--- config.mk ---
export PLATFORM = sky130hd
export DESIGN_NAME = tcc_timer
export DESIGN_NICKNAME = d
export VERILOG_FILES = /design/src/pkg/tcc_pkg.sv /design/src/core/tcc_timer.sv
export SDC_FILE = /design/constraint.sdc
export NUM_CORES = 1
export LEC_CHECK = 0
export BUFFER_PORTS_ARGS = -buffer_cell sky130_fd_sc_hd__clkbuf_2
export CORE_MARGIN = 3
export CORE_UTILIZATION = 35
export CTS_BUF_LIST = sky130_fd_sc_hd__clkbuf_4
export DETAILED_ROUTE_END_ITERATION = 8
export PLACE_DENSITY = 0.5
export SYNTH_ARGS = -nofsm -noshare
export SYNTH_HDL_FRONTEND = slang
export SYNTH_SLANG_ARGS = --single-unit
export TNS_END_PERCENT = 20
--- constraint.sdc ---
create_clock -name hclk -period 2.9 [get_ports hclk]
set_input_delay 0.145 -clock hclk [delete_from_list [all_inputs] [get_ports hclk]]
set_output_delay 0.145 -clock hclk [all_outputs]
set_load 0.02 [all_outputs]
--- src/pkg/tcc_pkg.sv ---
// package: register map, field layout and state type of the 16-bit timer with capture
package tcc_pkg;
   // register byte offsets (one aligned word each, data in the low bits)
   localparam logic [7:0] OFS_COUNT_LOW    = 8'h00;
   localparam logic [7:0] OFS_COUNT_HIGH   = 8'h04;
   localparam logic [7:0] OFS_CAPTURE_LOW  = 8'h08;
   localparam logic [7:0] OFS_CAPTURE_HIGH = 8'h0C;
   localparam logic [7:0] OFS_COMPARE_LOW  = 8'h10;
   localparam logic [7:0] OFS_COMPARE_HIGH = 8'h14;
   localparam logic [7:0] OFS_CONTROL_A    = 8'h18;
   localparam logic [7:0] OFS_CONTROL_B    = 8'h1C;
   localparam logic [7:0] OFS_FLAGS        = 8'h20;
   localparam logic [7:0] OFS_IRQ_ENABLE   = 8'h24;
   localparam logic [7:0] OFS_COMPARATOR   = 8'h28;
   // field positions
   localparam int CTLB_CLK_LSB     = 0; // clock_select_field [2:0]
   localparam int CTLB_WGM_LSB     = 3; // waveform mode bits 4:3
   localparam int CTLB_EDGE_BIT    = 6; // 1 = rising edge captures
   localparam int CTLB_FILTER_BIT  = 7; // capture_filter_enable
   localparam int FLAG_OVF_BIT     = 0;
   localparam int FLAG_CAP_BIT     = 5;
   localparam int CMPC_SEL_BIT     = 2; // comparator_capture_select
   // reset values and the counter maximum
   localparam logic [15:0] COUNT_RESET = 16'h0000;
   localparam logic [7:0]  BYTE_RESET  = 8'h00;
   localparam logic [15:0] MAX_VALUE   = 16'hFFFF;
   // filter needs this many agreeing samples
   localparam int FILTER_SAMPLES = 4;
   // waveform modes that take top from the capture value, then the one that takes it from compare
   localparam logic [3:0] WGM_CTC_CAPTURE  = 4'hC;
   localparam logic [3:0] WGM_PFC_CAPTURE  = 4'h8;
   localparam logic [3:0] WGM_PC_CAPTURE   = 4'hA;
   localparam logic [3:0] WGM_FAST_CAPTURE = 4'hE;
   localparam logic [3:0] WGM_CTC_COMPARE  = 4'h4;

   typedef enum logic [1:0] {
      TCC_ADDR = 2'b01,
      TCC_DATA = 2'b10
   } tcc_bus_e;

   typedef struct packed {
      logic       pend;
      logic       write;
      logic [7:0] addr;
   } tcc_req_s;

   typedef struct packed {
      tcc_bus_e            bus;
      tcc_req_s            req;
      logic [31:0]         rdata;
      logic [15:0]         count;
      logic [15:0]         capture;
      logic [15:0]         compare;
      logic [7:0]          latch;
      logic [7:0]          ctl_a;
      logic [7:0]          ctl_b;
      logic                cap_sel;
      logic                ovf_flag;
      logic                cap_flag;
      logic                ovf_en;
      logic                cap_en;
      logic                irq;
      logic [1:0]          cap_sync;
      logic [1:0]          cmp_sync;
      logic [1:0]          ext_sync;
      logic                ext_prev;
      logic [FILTER_SAMPLES-1:0] hist;
      logic                filt;
      logic                edge_prev;
      logic                down;
      logic [9:0]          presc;
   } tcc_state_s;
endpackage

--- src/core/tcc_timer.sv ---
// 16-bit timer/counter with input capture behind an AHB-Lite slave
//
// Decided for this implementation: register access over AHB-Lite and the register addresses.
`timescale 1ns/1ns
// Overview of operation
// - counter seen as high and low byte
// - low access moves high byte via latch
// - clock select picks tick source
// - select zero stops; access still works
// - software write beats counting
// - tick clears, increments or decrements by mode
// - overflow flag per mode, may interrupt
// - matching edge copies counter to capture
// - capture flag set with the copy
// - capture flag interrupts; cleared by service/one
// - capture low read fills latch
// - capture writable only in capture-top modes
// - comparator select replaces capture pin
// - filter changes after four agreeing samples
// - filter enable adds four cycles delay
// - filter runs on undivided clock
// - capture input off in capture-top modes
// - pin driven by port still captures
// - each capture overwrites previous value
// - latch keeps value between low writes
// - one latch shared by all wide registers
module tcc_timer (
   // clock and reset
   input  wire logic        hclk,
   input  wire logic        hresetn,
   // ahb-lite slave
   input  wire logic        hsel,
   input  wire logic [7:0]  haddr,
   input  wire logic [1:0]  htrans,
   input  wire logic        hwrite,
   input  wire logic [2:0]  hsize,
   input  wire logic [31:0] hwdata,
   input  wire logic        hready,
   output logic             hreadyout,
   output logic             hresp,
   output logic [31:0]      hrdata,
   // asynchronous event inputs
   input  wire logic        capture_pin,
   input  wire logic        comparator_output,
   input  wire logic        external_count_pin,
   // interrupt requests (overflow or capture)
   output logic             irq,
   input  wire logic        capture_irq_ack
);
   import tcc_pkg::*;

   tcc_state_s r;
   tcc_state_s n;

   logic [3:0]  wgm;
   logic [2:0]  csel;
   logic        tick;
   logic        cap_top;
   logic [15:0] top;
   logic        src;
   logic        edge_in;
   logic        trig;
   logic        all_same;
   logic        wr;
   logic        rd;
   logic [7:0]  wb;
   logic [7:0]  ra;
   logic        ovf_set;
   logic        filt_now;

   // mode decode from both control registers
   assign wgm     = {r.ctl_b[CTLB_WGM_LSB+1:CTLB_WGM_LSB], r.ctl_a[1:0]};
   assign csel    = r.ctl_b[CTLB_CLK_LSB+2:CTLB_CLK_LSB];
   assign cap_top = (wgm == WGM_CTC_CAPTURE) || (wgm == WGM_PFC_CAPTURE) ||
                    (wgm == WGM_PC_CAPTURE) || (wgm == WGM_FAST_CAPTURE);
   assign top     = cap_top ? r.capture :
                    (wgm == WGM_CTC_COMPARE) ? r.compare : MAX_VALUE;
   // trigger source after synchronisers; port-driven pin seen like any level
   assign src      = r.cap_sel ? r.cmp_sync[1] : r.cap_sync[1];
   // filter output moves only once all four stored samples agree; the stored
   // samples cost exactly four cycles against the unfiltered edge path
   assign all_same = (r.hist == {FILTER_SAMPLES{r.hist[0]}});
   assign filt_now = all_same ? r.hist[0] : r.filt;
   assign edge_in  = r.ctl_b[CTLB_FILTER_BIT] ? filt_now : src;
   assign trig     = !cap_top && (edge_in != r.edge_prev) &&
                     (edge_in == r.ctl_b[CTLB_EDGE_BIT]);
   assign wr  = r.req.pend && r.req.write;
   // reads decode in the address phase so the data phase finds them in a flop
   assign rd  = hsel && hready && htrans[1] && !hwrite;
   assign ra  = {haddr[7:2], 2'b00};
   assign wb  = hwdata[7:0];

   // tick select: prescaler taps and synchronised external pin edges
   always_comb begin
      tick = 1'b0;
      case (csel)
         3'd0: tick = 1'b0;
         3'd1: tick = 1'b1;
         3'd2: tick = (r.presc[2:0] == 3'h7);
         3'd3: tick = (r.presc[5:0] == 6'h3F);
         3'd4: tick = (r.presc[7:0] == 8'hFF);
         3'd5: tick = (r.presc == 10'h3FF);
         3'd6: tick = r.ext_prev && !r.ext_sync[1];
         3'd7: tick = !r.ext_prev && r.ext_sync[1];
         default: tick = 1'b0;
      endcase
   end

   // next state: bus, counter, capture, flags
   always_comb begin
      n = r;
      n.cap_sync  = {r.cap_sync[0], capture_pin};
      n.cmp_sync  = {r.cmp_sync[0], comparator_output};
      n.ext_sync  = {r.ext_sync[0], external_count_pin};
      n.ext_prev  = r.ext_sync[1];
      n.presc     = r.presc + 10'h001;
      // filter sampled every hclk, prescaler plays no part
      n.hist      = {r.hist[FILTER_SAMPLES-2:0], src};
      n.filt      = filt_now;
      n.edge_prev = edge_in;

      // counting per waveform mode; the overflow set is applied after the
      // software clears so that an overflow in a clearing cycle survives
      ovf_set = 1'b0;
      if (tick) begin
         if (wgm == WGM_CTC_CAPTURE || wgm == WGM_CTC_COMPARE) begin
            n.count = (r.count == top) ? COUNT_RESET : r.count + 16'h0001;
            ovf_set = (r.count == MAX_VALUE);
         end else if (wgm == WGM_PFC_CAPTURE || wgm == WGM_PC_CAPTURE) begin
            if (r.down) begin
               n.count = r.count - 16'h0001;
               if (r.count == 16'h0001) begin
                  n.down  = 1'b0;
                  ovf_set = 1'b1;
               end
            end else begin
               n.count = r.count + 16'h0001;
               if (r.count + 16'h0001 >= top) begin
                  n.down = 1'b1;
               end
            end
         end else begin
            n.count = (r.count == top) ? COUNT_RESET : r.count + 16'h0001;
            ovf_set = (r.count == top);
         end
      end

      // capture overwrites regardless of whether software read it
      if (trig) begin
         n.capture  = r.count;
      end

      // flag clears: service ack or write one; a new event wins
      if (capture_irq_ack) begin
         n.cap_flag = 1'b0;
      end

      // ahb address phase capture
      n.req.pend = 1'b0;
      if (hsel && hready && htrans[1]) begin
         n.req.pend  = 1'b1;
         n.req.write = hwrite;
         n.req.addr  = {haddr[7:2], 2'b00};
         n.bus       = TCC_DATA;
      end else begin
         n.bus = TCC_ADDR;
      end

      // register writes; high locations only reach the latch
      if (wr) begin
         case (r.req.addr)
            OFS_COUNT_HIGH, OFS_CAPTURE_HIGH, OFS_COMPARE_HIGH: begin
               n.latch = wb;
            end
            OFS_COUNT_LOW: begin
               n.count = {r.latch, wb};
            end
            OFS_CAPTURE_LOW: begin
               if (cap_top) begin
                  n.capture = {r.latch, wb};
               end
            end
            OFS_COMPARE_LOW: n.compare = {r.latch, wb};
            OFS_CONTROL_A:   n.ctl_a   = wb;
            OFS_CONTROL_B:   n.ctl_b   = wb;
            OFS_FLAGS: begin
               if (wb[FLAG_OVF_BIT]) begin
                  n.ovf_flag = 1'b0;
               end
               if (wb[FLAG_CAP_BIT]) begin
                  n.cap_flag = 1'b0;
               end
            end
            OFS_IRQ_ENABLE: begin
               n.ovf_en = wb[FLAG_OVF_BIT];
               n.cap_en = wb[FLAG_CAP_BIT];
            end
            OFS_COMPARATOR: n.cap_sel = wb[CMPC_SEL_BIT];
            default: n.cap_sel = r.cap_sel;
         endcase
      end

      // sets placed last so an event in a clearing cycle survives
      if (trig) begin
         n.cap_flag = 1'b1;
      end
      if (ovf_set && !(wr && r.req.addr == OFS_COUNT_LOW)) begin
         n.ovf_flag = 1'b1;
      end

      // reads take the settled next values, so a write still in its data
      // phase is already seen by a read right behind it; count and capture low reads fill the latch
      n.rdata = 32'h0000_0000;
      if (rd) begin
         case (ra)
            OFS_COUNT_LOW: begin
               n.rdata[7:0] = n.count[7:0];
               n.latch      = n.count[15:8];
            end
            OFS_CAPTURE_LOW: begin
               n.rdata[7:0] = n.capture[7:0];
               n.latch      = n.capture[15:8];
            end
            OFS_COUNT_HIGH, OFS_CAPTURE_HIGH: n.rdata[7:0] = n.latch;
            OFS_COMPARE_LOW:  n.rdata[7:0] = n.compare[7:0];
            OFS_COMPARE_HIGH: n.rdata[7:0] = n.compare[15:8];
            OFS_CONTROL_A:    n.rdata[7:0] = n.ctl_a;
            OFS_CONTROL_B:    n.rdata[7:0] = n.ctl_b;
            OFS_FLAGS: begin
               n.rdata[FLAG_OVF_BIT] = n.ovf_flag;
               n.rdata[FLAG_CAP_BIT] = n.cap_flag;
            end
            OFS_IRQ_ENABLE: begin
               n.rdata[FLAG_OVF_BIT] = n.ovf_en;
               n.rdata[FLAG_CAP_BIT] = n.cap_en;
            end
            OFS_COMPARATOR: n.rdata[CMPC_SEL_BIT] = n.cap_sel;
            default: n.rdata = 32'h0000_0000;
         endcase
      end
      n.irq = (n.cap_flag && n.cap_en) || (n.ovf_flag && n.ovf_en);
   end

   // single state register
   always_ff @(posedge hclk or negedge hresetn) begin
      if (!hresetn) begin
         r <= '0;
         r.bus <= TCC_ADDR;
      end else begin
         r <= n;
      end
   end

   // read data and irq straight from flops, ready and response tied off; zero-wait slave
   assign hreadyout = 1'b1;
   assign hresp     = 1'b0;
   assign hrdata    = r.rdata;
   assign irq       = r.irq;
endmodule

## Word level (Yosys, flattened, before mapping)

Index checks and enable logic that the tools add are counted.

| cells by class | value |
|---|---|
| add/subtract/negate cells | 3 |
| $mul | 0 |
| div/mod/pow operators | 0 |
| $lt $le $gt $ge | 1 |
| equal/unequal tests | 42 |
| shift operators | 0 |
| mux-type cells | 46 |
| bitwise operators | 1 |
| reductions and logical operators | 29 |

Operator list:

| kind | number |
|---|---|
| 2-to-1 mux 16 bit | 12 |
| 2-to-1 mux 77 bit | 1 |
| == test 6 x 3 -> 1 bit (second input constant) | 8 |
| 2-to-1 mux 8 bit | 5 |
| == test 6 x 4 -> 1 bit (second input constant) | 6 |
| one-hot mux 2 bit (7 select lines) | 2 |
| == test 6 x 2 -> 1 bit (second input constant) | 4 |
| one-hot mux 1 bit (9 select lines) | 2 |
| 2-to-1 mux 1 bit | 17 |
| adder 16 x 1 -> 16 bit (second input constant) | 1 |
| == test 16 x 1 -> 1 bit (second input constant) | 1 |
| == test 16 bit | 1 |
| == test 16 bit (second input constant) | 1 |
| == test 4 bit (second input constant) | 4 |
| >= comparator 16 bit | 1 |
| zero test 8 bit | 2 |
| one-hot mux 1 bit (8 select lines) | 2 |
| one-hot mux 8 bit (2 select lines) | 1 |
| subtractor 16 x 1 -> 16 bit (second input constant) | 1 |
| == test 3 bit (second input constant) | 5 |
| == test 6 x 1 -> 1 bit (second input constant) | 2 |
| logical AND 1 bit | 12 |
| adder 10 x 1 -> 10 bit (second input constant) | 1 |
| == test 10 bit (second input constant) | 1 |
| other kinds (18) | 29 |

| storage, ports and cells | value |
|---|---|
| bits in registers | 142 |
| bits in latches | 0 |
| RAM bits | 0 |
| ROM bits | 0 |
| bits of input ports | 54 |
| logic and storage cells | 147 |
| memories kept | 0 |

## Depth between registers and ports, before layout

| logic depth | value |
|---|---|
| word-level depth | 15 |
| mapped depth | 13 |

## Worst setup path before layout

OpenSTA, ideal clock, no wires.

| timing | value |
|---|---|
| kind | register to register |
| start point | register r[34] (netlist bit) |
| end point | register r[10] (netlist bit) |
| arrival | 2.859 ns |
| data required time | 2.764 ns |
| setup slack | -0.095 ns |
| stages on the path, launching flop included | 13 |
| path buffers | 2 |
| cells stage by stage | dfrtp_1 -> buf_2 -> buf_2 -> or2_2 -> o32a_1 -> ha_1 -> nand2b_1 -> a21o_1 -> a21o_1 -> a21o_1 -> a21o_1 -> a2111oi_0 -> o31ai_1 |

| between the ends | value |
|---|---|
| word-level cells in the longest chain between the ends | 8 |

RTL lines:

| item | line | text |
|---|---|---|
| start, declared | tcc_timer.sv:52 | `tcc_state_s r;` |
| start signal, assigned | tcc_timer.sv:250 | `r <= n;` |
| == test 4 bit (on tied branches) | tcc_timer.sv:74, tcc_timer.sv:126, tcc_timer.sv:129 |  |
| logical OR 1 bit (2 in series) | tcc_timer.sv:74 | `assign cap_top = (wgm == WGM_CTC_CAPTURE) \|\| (wgm == WGM_PFC_CAPTURE) \|\|` |
| logical OR 1 bit | tcc_timer.sv:75 | `(wgm == WGM_PC_CAPTURE) \|\| (wgm == WGM_FAST_CAPTURE);` |
| 2-to-1 mux 16 bit | tcc_timer.sv:76 | `assign top = cap_top ? r.capture :` |
| >= comparator 16 bit | tcc_timer.sv:138 | `if (r.count + 16'h0001 >= top) begin` |
| 2-to-1 mux 1 bit | tcc_timer.sv:138 |  |
| 2-to-1 mux 1 bit | tcc_timer.sv:130 | `if (r.down) begin` |

Parallel ways exist; a longest one is shown, timed or not.
A chain may end at the register's enable or synchronous reset.

## Worst setup path after layout

Same ends and word-level chain as after synthesis.

==> reports/summary.txt <==
Status: completed
Layout cells sized above 1: 0.275
Drt first pass iters: 7
Total power per unit cell area: 485 nW/um^2
Maximum clock frequency: 0.346 GHz
Final core occ: 0.429
GRT overflow: 0
P_leak: 4.28 nW
Number of synthesized flops with an enable pin: 0
Die Y: 159 um
Final Hold Vio Count: 0
Max rail drop VDD: 0.000274 V
Seq/Total Area, Yosys: 0.361
H-tree Lvls: 4
Tcrit/Tclk final: 0.996
Synth Cell Area: 8170 um^2
Clk slew on worst S/H paths: 0.13 ns
Area delta synth->final: 19.6%
Initial antenna violation count: 0
Root Driver: clkbuf_4
Synthesis Warnings: 0
Final setup fails: 0
CTS tree: done
Synth unique cells: 86
Clk_lat worst skew: 0.55 ns
WHS Endpoint: r[75]
HP Start: hwdata[5]
Syn avg cell area: 9.31 um^2
CTS Sinks: 118
R2r worst-path depth: 10
Top Ports: 89
First-pass GRT wire length: 43800 um
Routed len/inst: 21.7 um
ANT cells: 0
Placed cell area: 9170 um^2
Die ar.: 25200 um^2
Top-area cell type share of the netlist area: 0.361
Initial DRC Count: 556
HPWL after DPL: 21700 um
Commonest non-fill, non-tap cell in the layout: dfrtp_1
# rows: 55
Async set-reset flop share out of synthesis: 1.00
CTS buffer count: 17
Critical Path RT: 3.34 ns
Clock Path Buffers: 2
Avg Vias per Cell: 5.62
Final Slew Violations: 0
Top cells by area, synth: dfrtp_1 36%, mux2_2 5.8%, mux2i_1 4.3%
Port buffer count: 32
Slew headroom: 0.513
Worst Skew: 0.0310 ns
Vias in the first global route: 7002
Synth Register Bits: 118
Worst R2R Setup Slack: 0.01 ns
Synth Instances: 878
Maxcap violations: 0
CP Max Fanout: 6
Chip Width: 159 um
Critical path launch point type: flip-flop
Routed wire length: 28400 um
CP top delay family: compound AO/OA/AOI/OAI gates
Nets@finish: 1058
Core area: 22800 um^2
Final std cell area, no fill: 9770 um^2
Predominant post-synthesis flop cell: dfrtp_1
Most used cell along the critical path: a21o_1
Final hold slack: 0.0329 ns
Crit Path Class: reg2reg
Initial Util: 0.359
Worst-Margin Slew: 0.731 ns
Worst r2r dst: r[10]
Critical path data arrival time: 3.33 ns
Reg-to-reg startpoint: r[34]
Critical Path Sink Type: flip-flop
Post-route ant nets: 0
Hold depth: 2
CP peak stage delay: 0.52 ns
Total GRT Usage: 0.225
CP cell instances: buf_6 -> or4b_4 -> a21oi_4 -> ha_1 -> a21o_1 -> a21o_1 -> a21o_1 -> a21o_1 -> a2111oi_4 -> o31ai_2
Final min period: 2.89 ns
Slowest cell on crit path: or4b_4
Pin count of the biggest net entering global routing: 53
# DRC: 0
Vias: 7363
RSZ-0062 raised after global routing: true
Worst min-delay path class: in2reg
Most frequent cells in the layout: 116 x dfrtp_1, 92 x buf_4, 80 x nor2_1
Critical path buffers and inverters: 1
Area leader, netlist: dfrtp_1
Routability cong.: 0.907
-- logic make-up after synthesis --
family,Yosys count,share of synthesized area
other cells,2,0.000919
fa+ha+maj,21,0.0322
buf+inv,104,0.0681
xor+xnor,31,0.0332
simple gates,336,0.235
flops,118,0.361
compound gates,187,0.163
mux,79,0.106
-- power breakdown --
| group | leakage [nW] | internal, W | switching, W |
|---|---|---|---|
| registers | 1.49 | 0.00182 | 0.000223 |
| clock network | 0.131 | 0.000355 | 0.000780 |
| logic | 2.66 | 0.000685 | 0.000869 |
-- what timing repair did --
item                                    in CTS  in global routing
pin swaps                                    1                 12
setup buffers                                0                  4
hold buffers                                16                  0
endpoints found under the hold margin       71                  0
endpoints found under the setup margin       8                 28
gates resized for setup                      3                 32
-- worst max path at each step --
stage               start         to  slack, ns  depth (start not counted)
detailed placement  r[39]      r[49]      -0.11                         12
floorplan           r[34]  hrdata[7]       0.03                         12
global route        r[34]      r[10]      -0.06                         10
global placement    r[39]      r[49]      -0.09                         12
CTS                 r[34]      r[47]      0.006                          9
finish              r[34]      r[10]       0.01                         10
-- final cells by class --
| class | count | area, um^2 |
|---|---|---|
| tap | 313 | 392 |
| inverter | 17 | 63.8 |
| clock buffer | 17 | 128 |
| multi-input combinational | 680 | 4930 |
| fill | 2289 | 13000 |
| sequential | 118 | 2960 |
| timing repair buffer | 149 | 1190 |
| clock inverter | 15 | 119 |
-- stage by stage --
step | total power (W) | std cells | setup TNS [ns] | worst slack (ns)
floorplan | 0.00297 | 902 | 0 | 0.0281
global placement | 0.00351 | 1257 | -0.181 | -0.0940
detailed placement | 0.00352 | 1257 | -0.212 | -0.107
CTS | 0.00469 | 1305 | 0 | 0.00647
global route | 0.00501 | 1309 | -0.268 | -0.0556
finish | 0.00474 | 1309 | 0 | 0.0103
-- per-layer routing --
layer	track usage	wire, um	vias up
li1	-	-	3403
met1	0.327	13300	3625
met2	0.346	12800	293
met3	0.0344	1590	42
met4	0.0704	718	0
met5	0	0	-
-- Yosys cell counts (11+ instances only) --
library cell and instances:
o21ai_0 28, nor2b_1 16, xnor2_1 18, buf_2 12
nand2_1 44, inv_1 17, nor4b_1 11, nand3_1 26
buf_4 36, mux2_2 42, dfrtp_1 118, nor2_1 81
nand4_1 23, clkbuf_1 31, mux2i_1 35, a211oi_1 12
xor2_1 13, ha_1 21, nor3_1 19, and2_1 11
a21oi_1 35, nand2b_1 21
-- state kept, by name, summed over array words and instances (netlist names) --
name / count
n: 7
r: 99
csel: 3
irq: 1
hrdata: 8
Note: power is estimated with default switching activity, not from simulation.
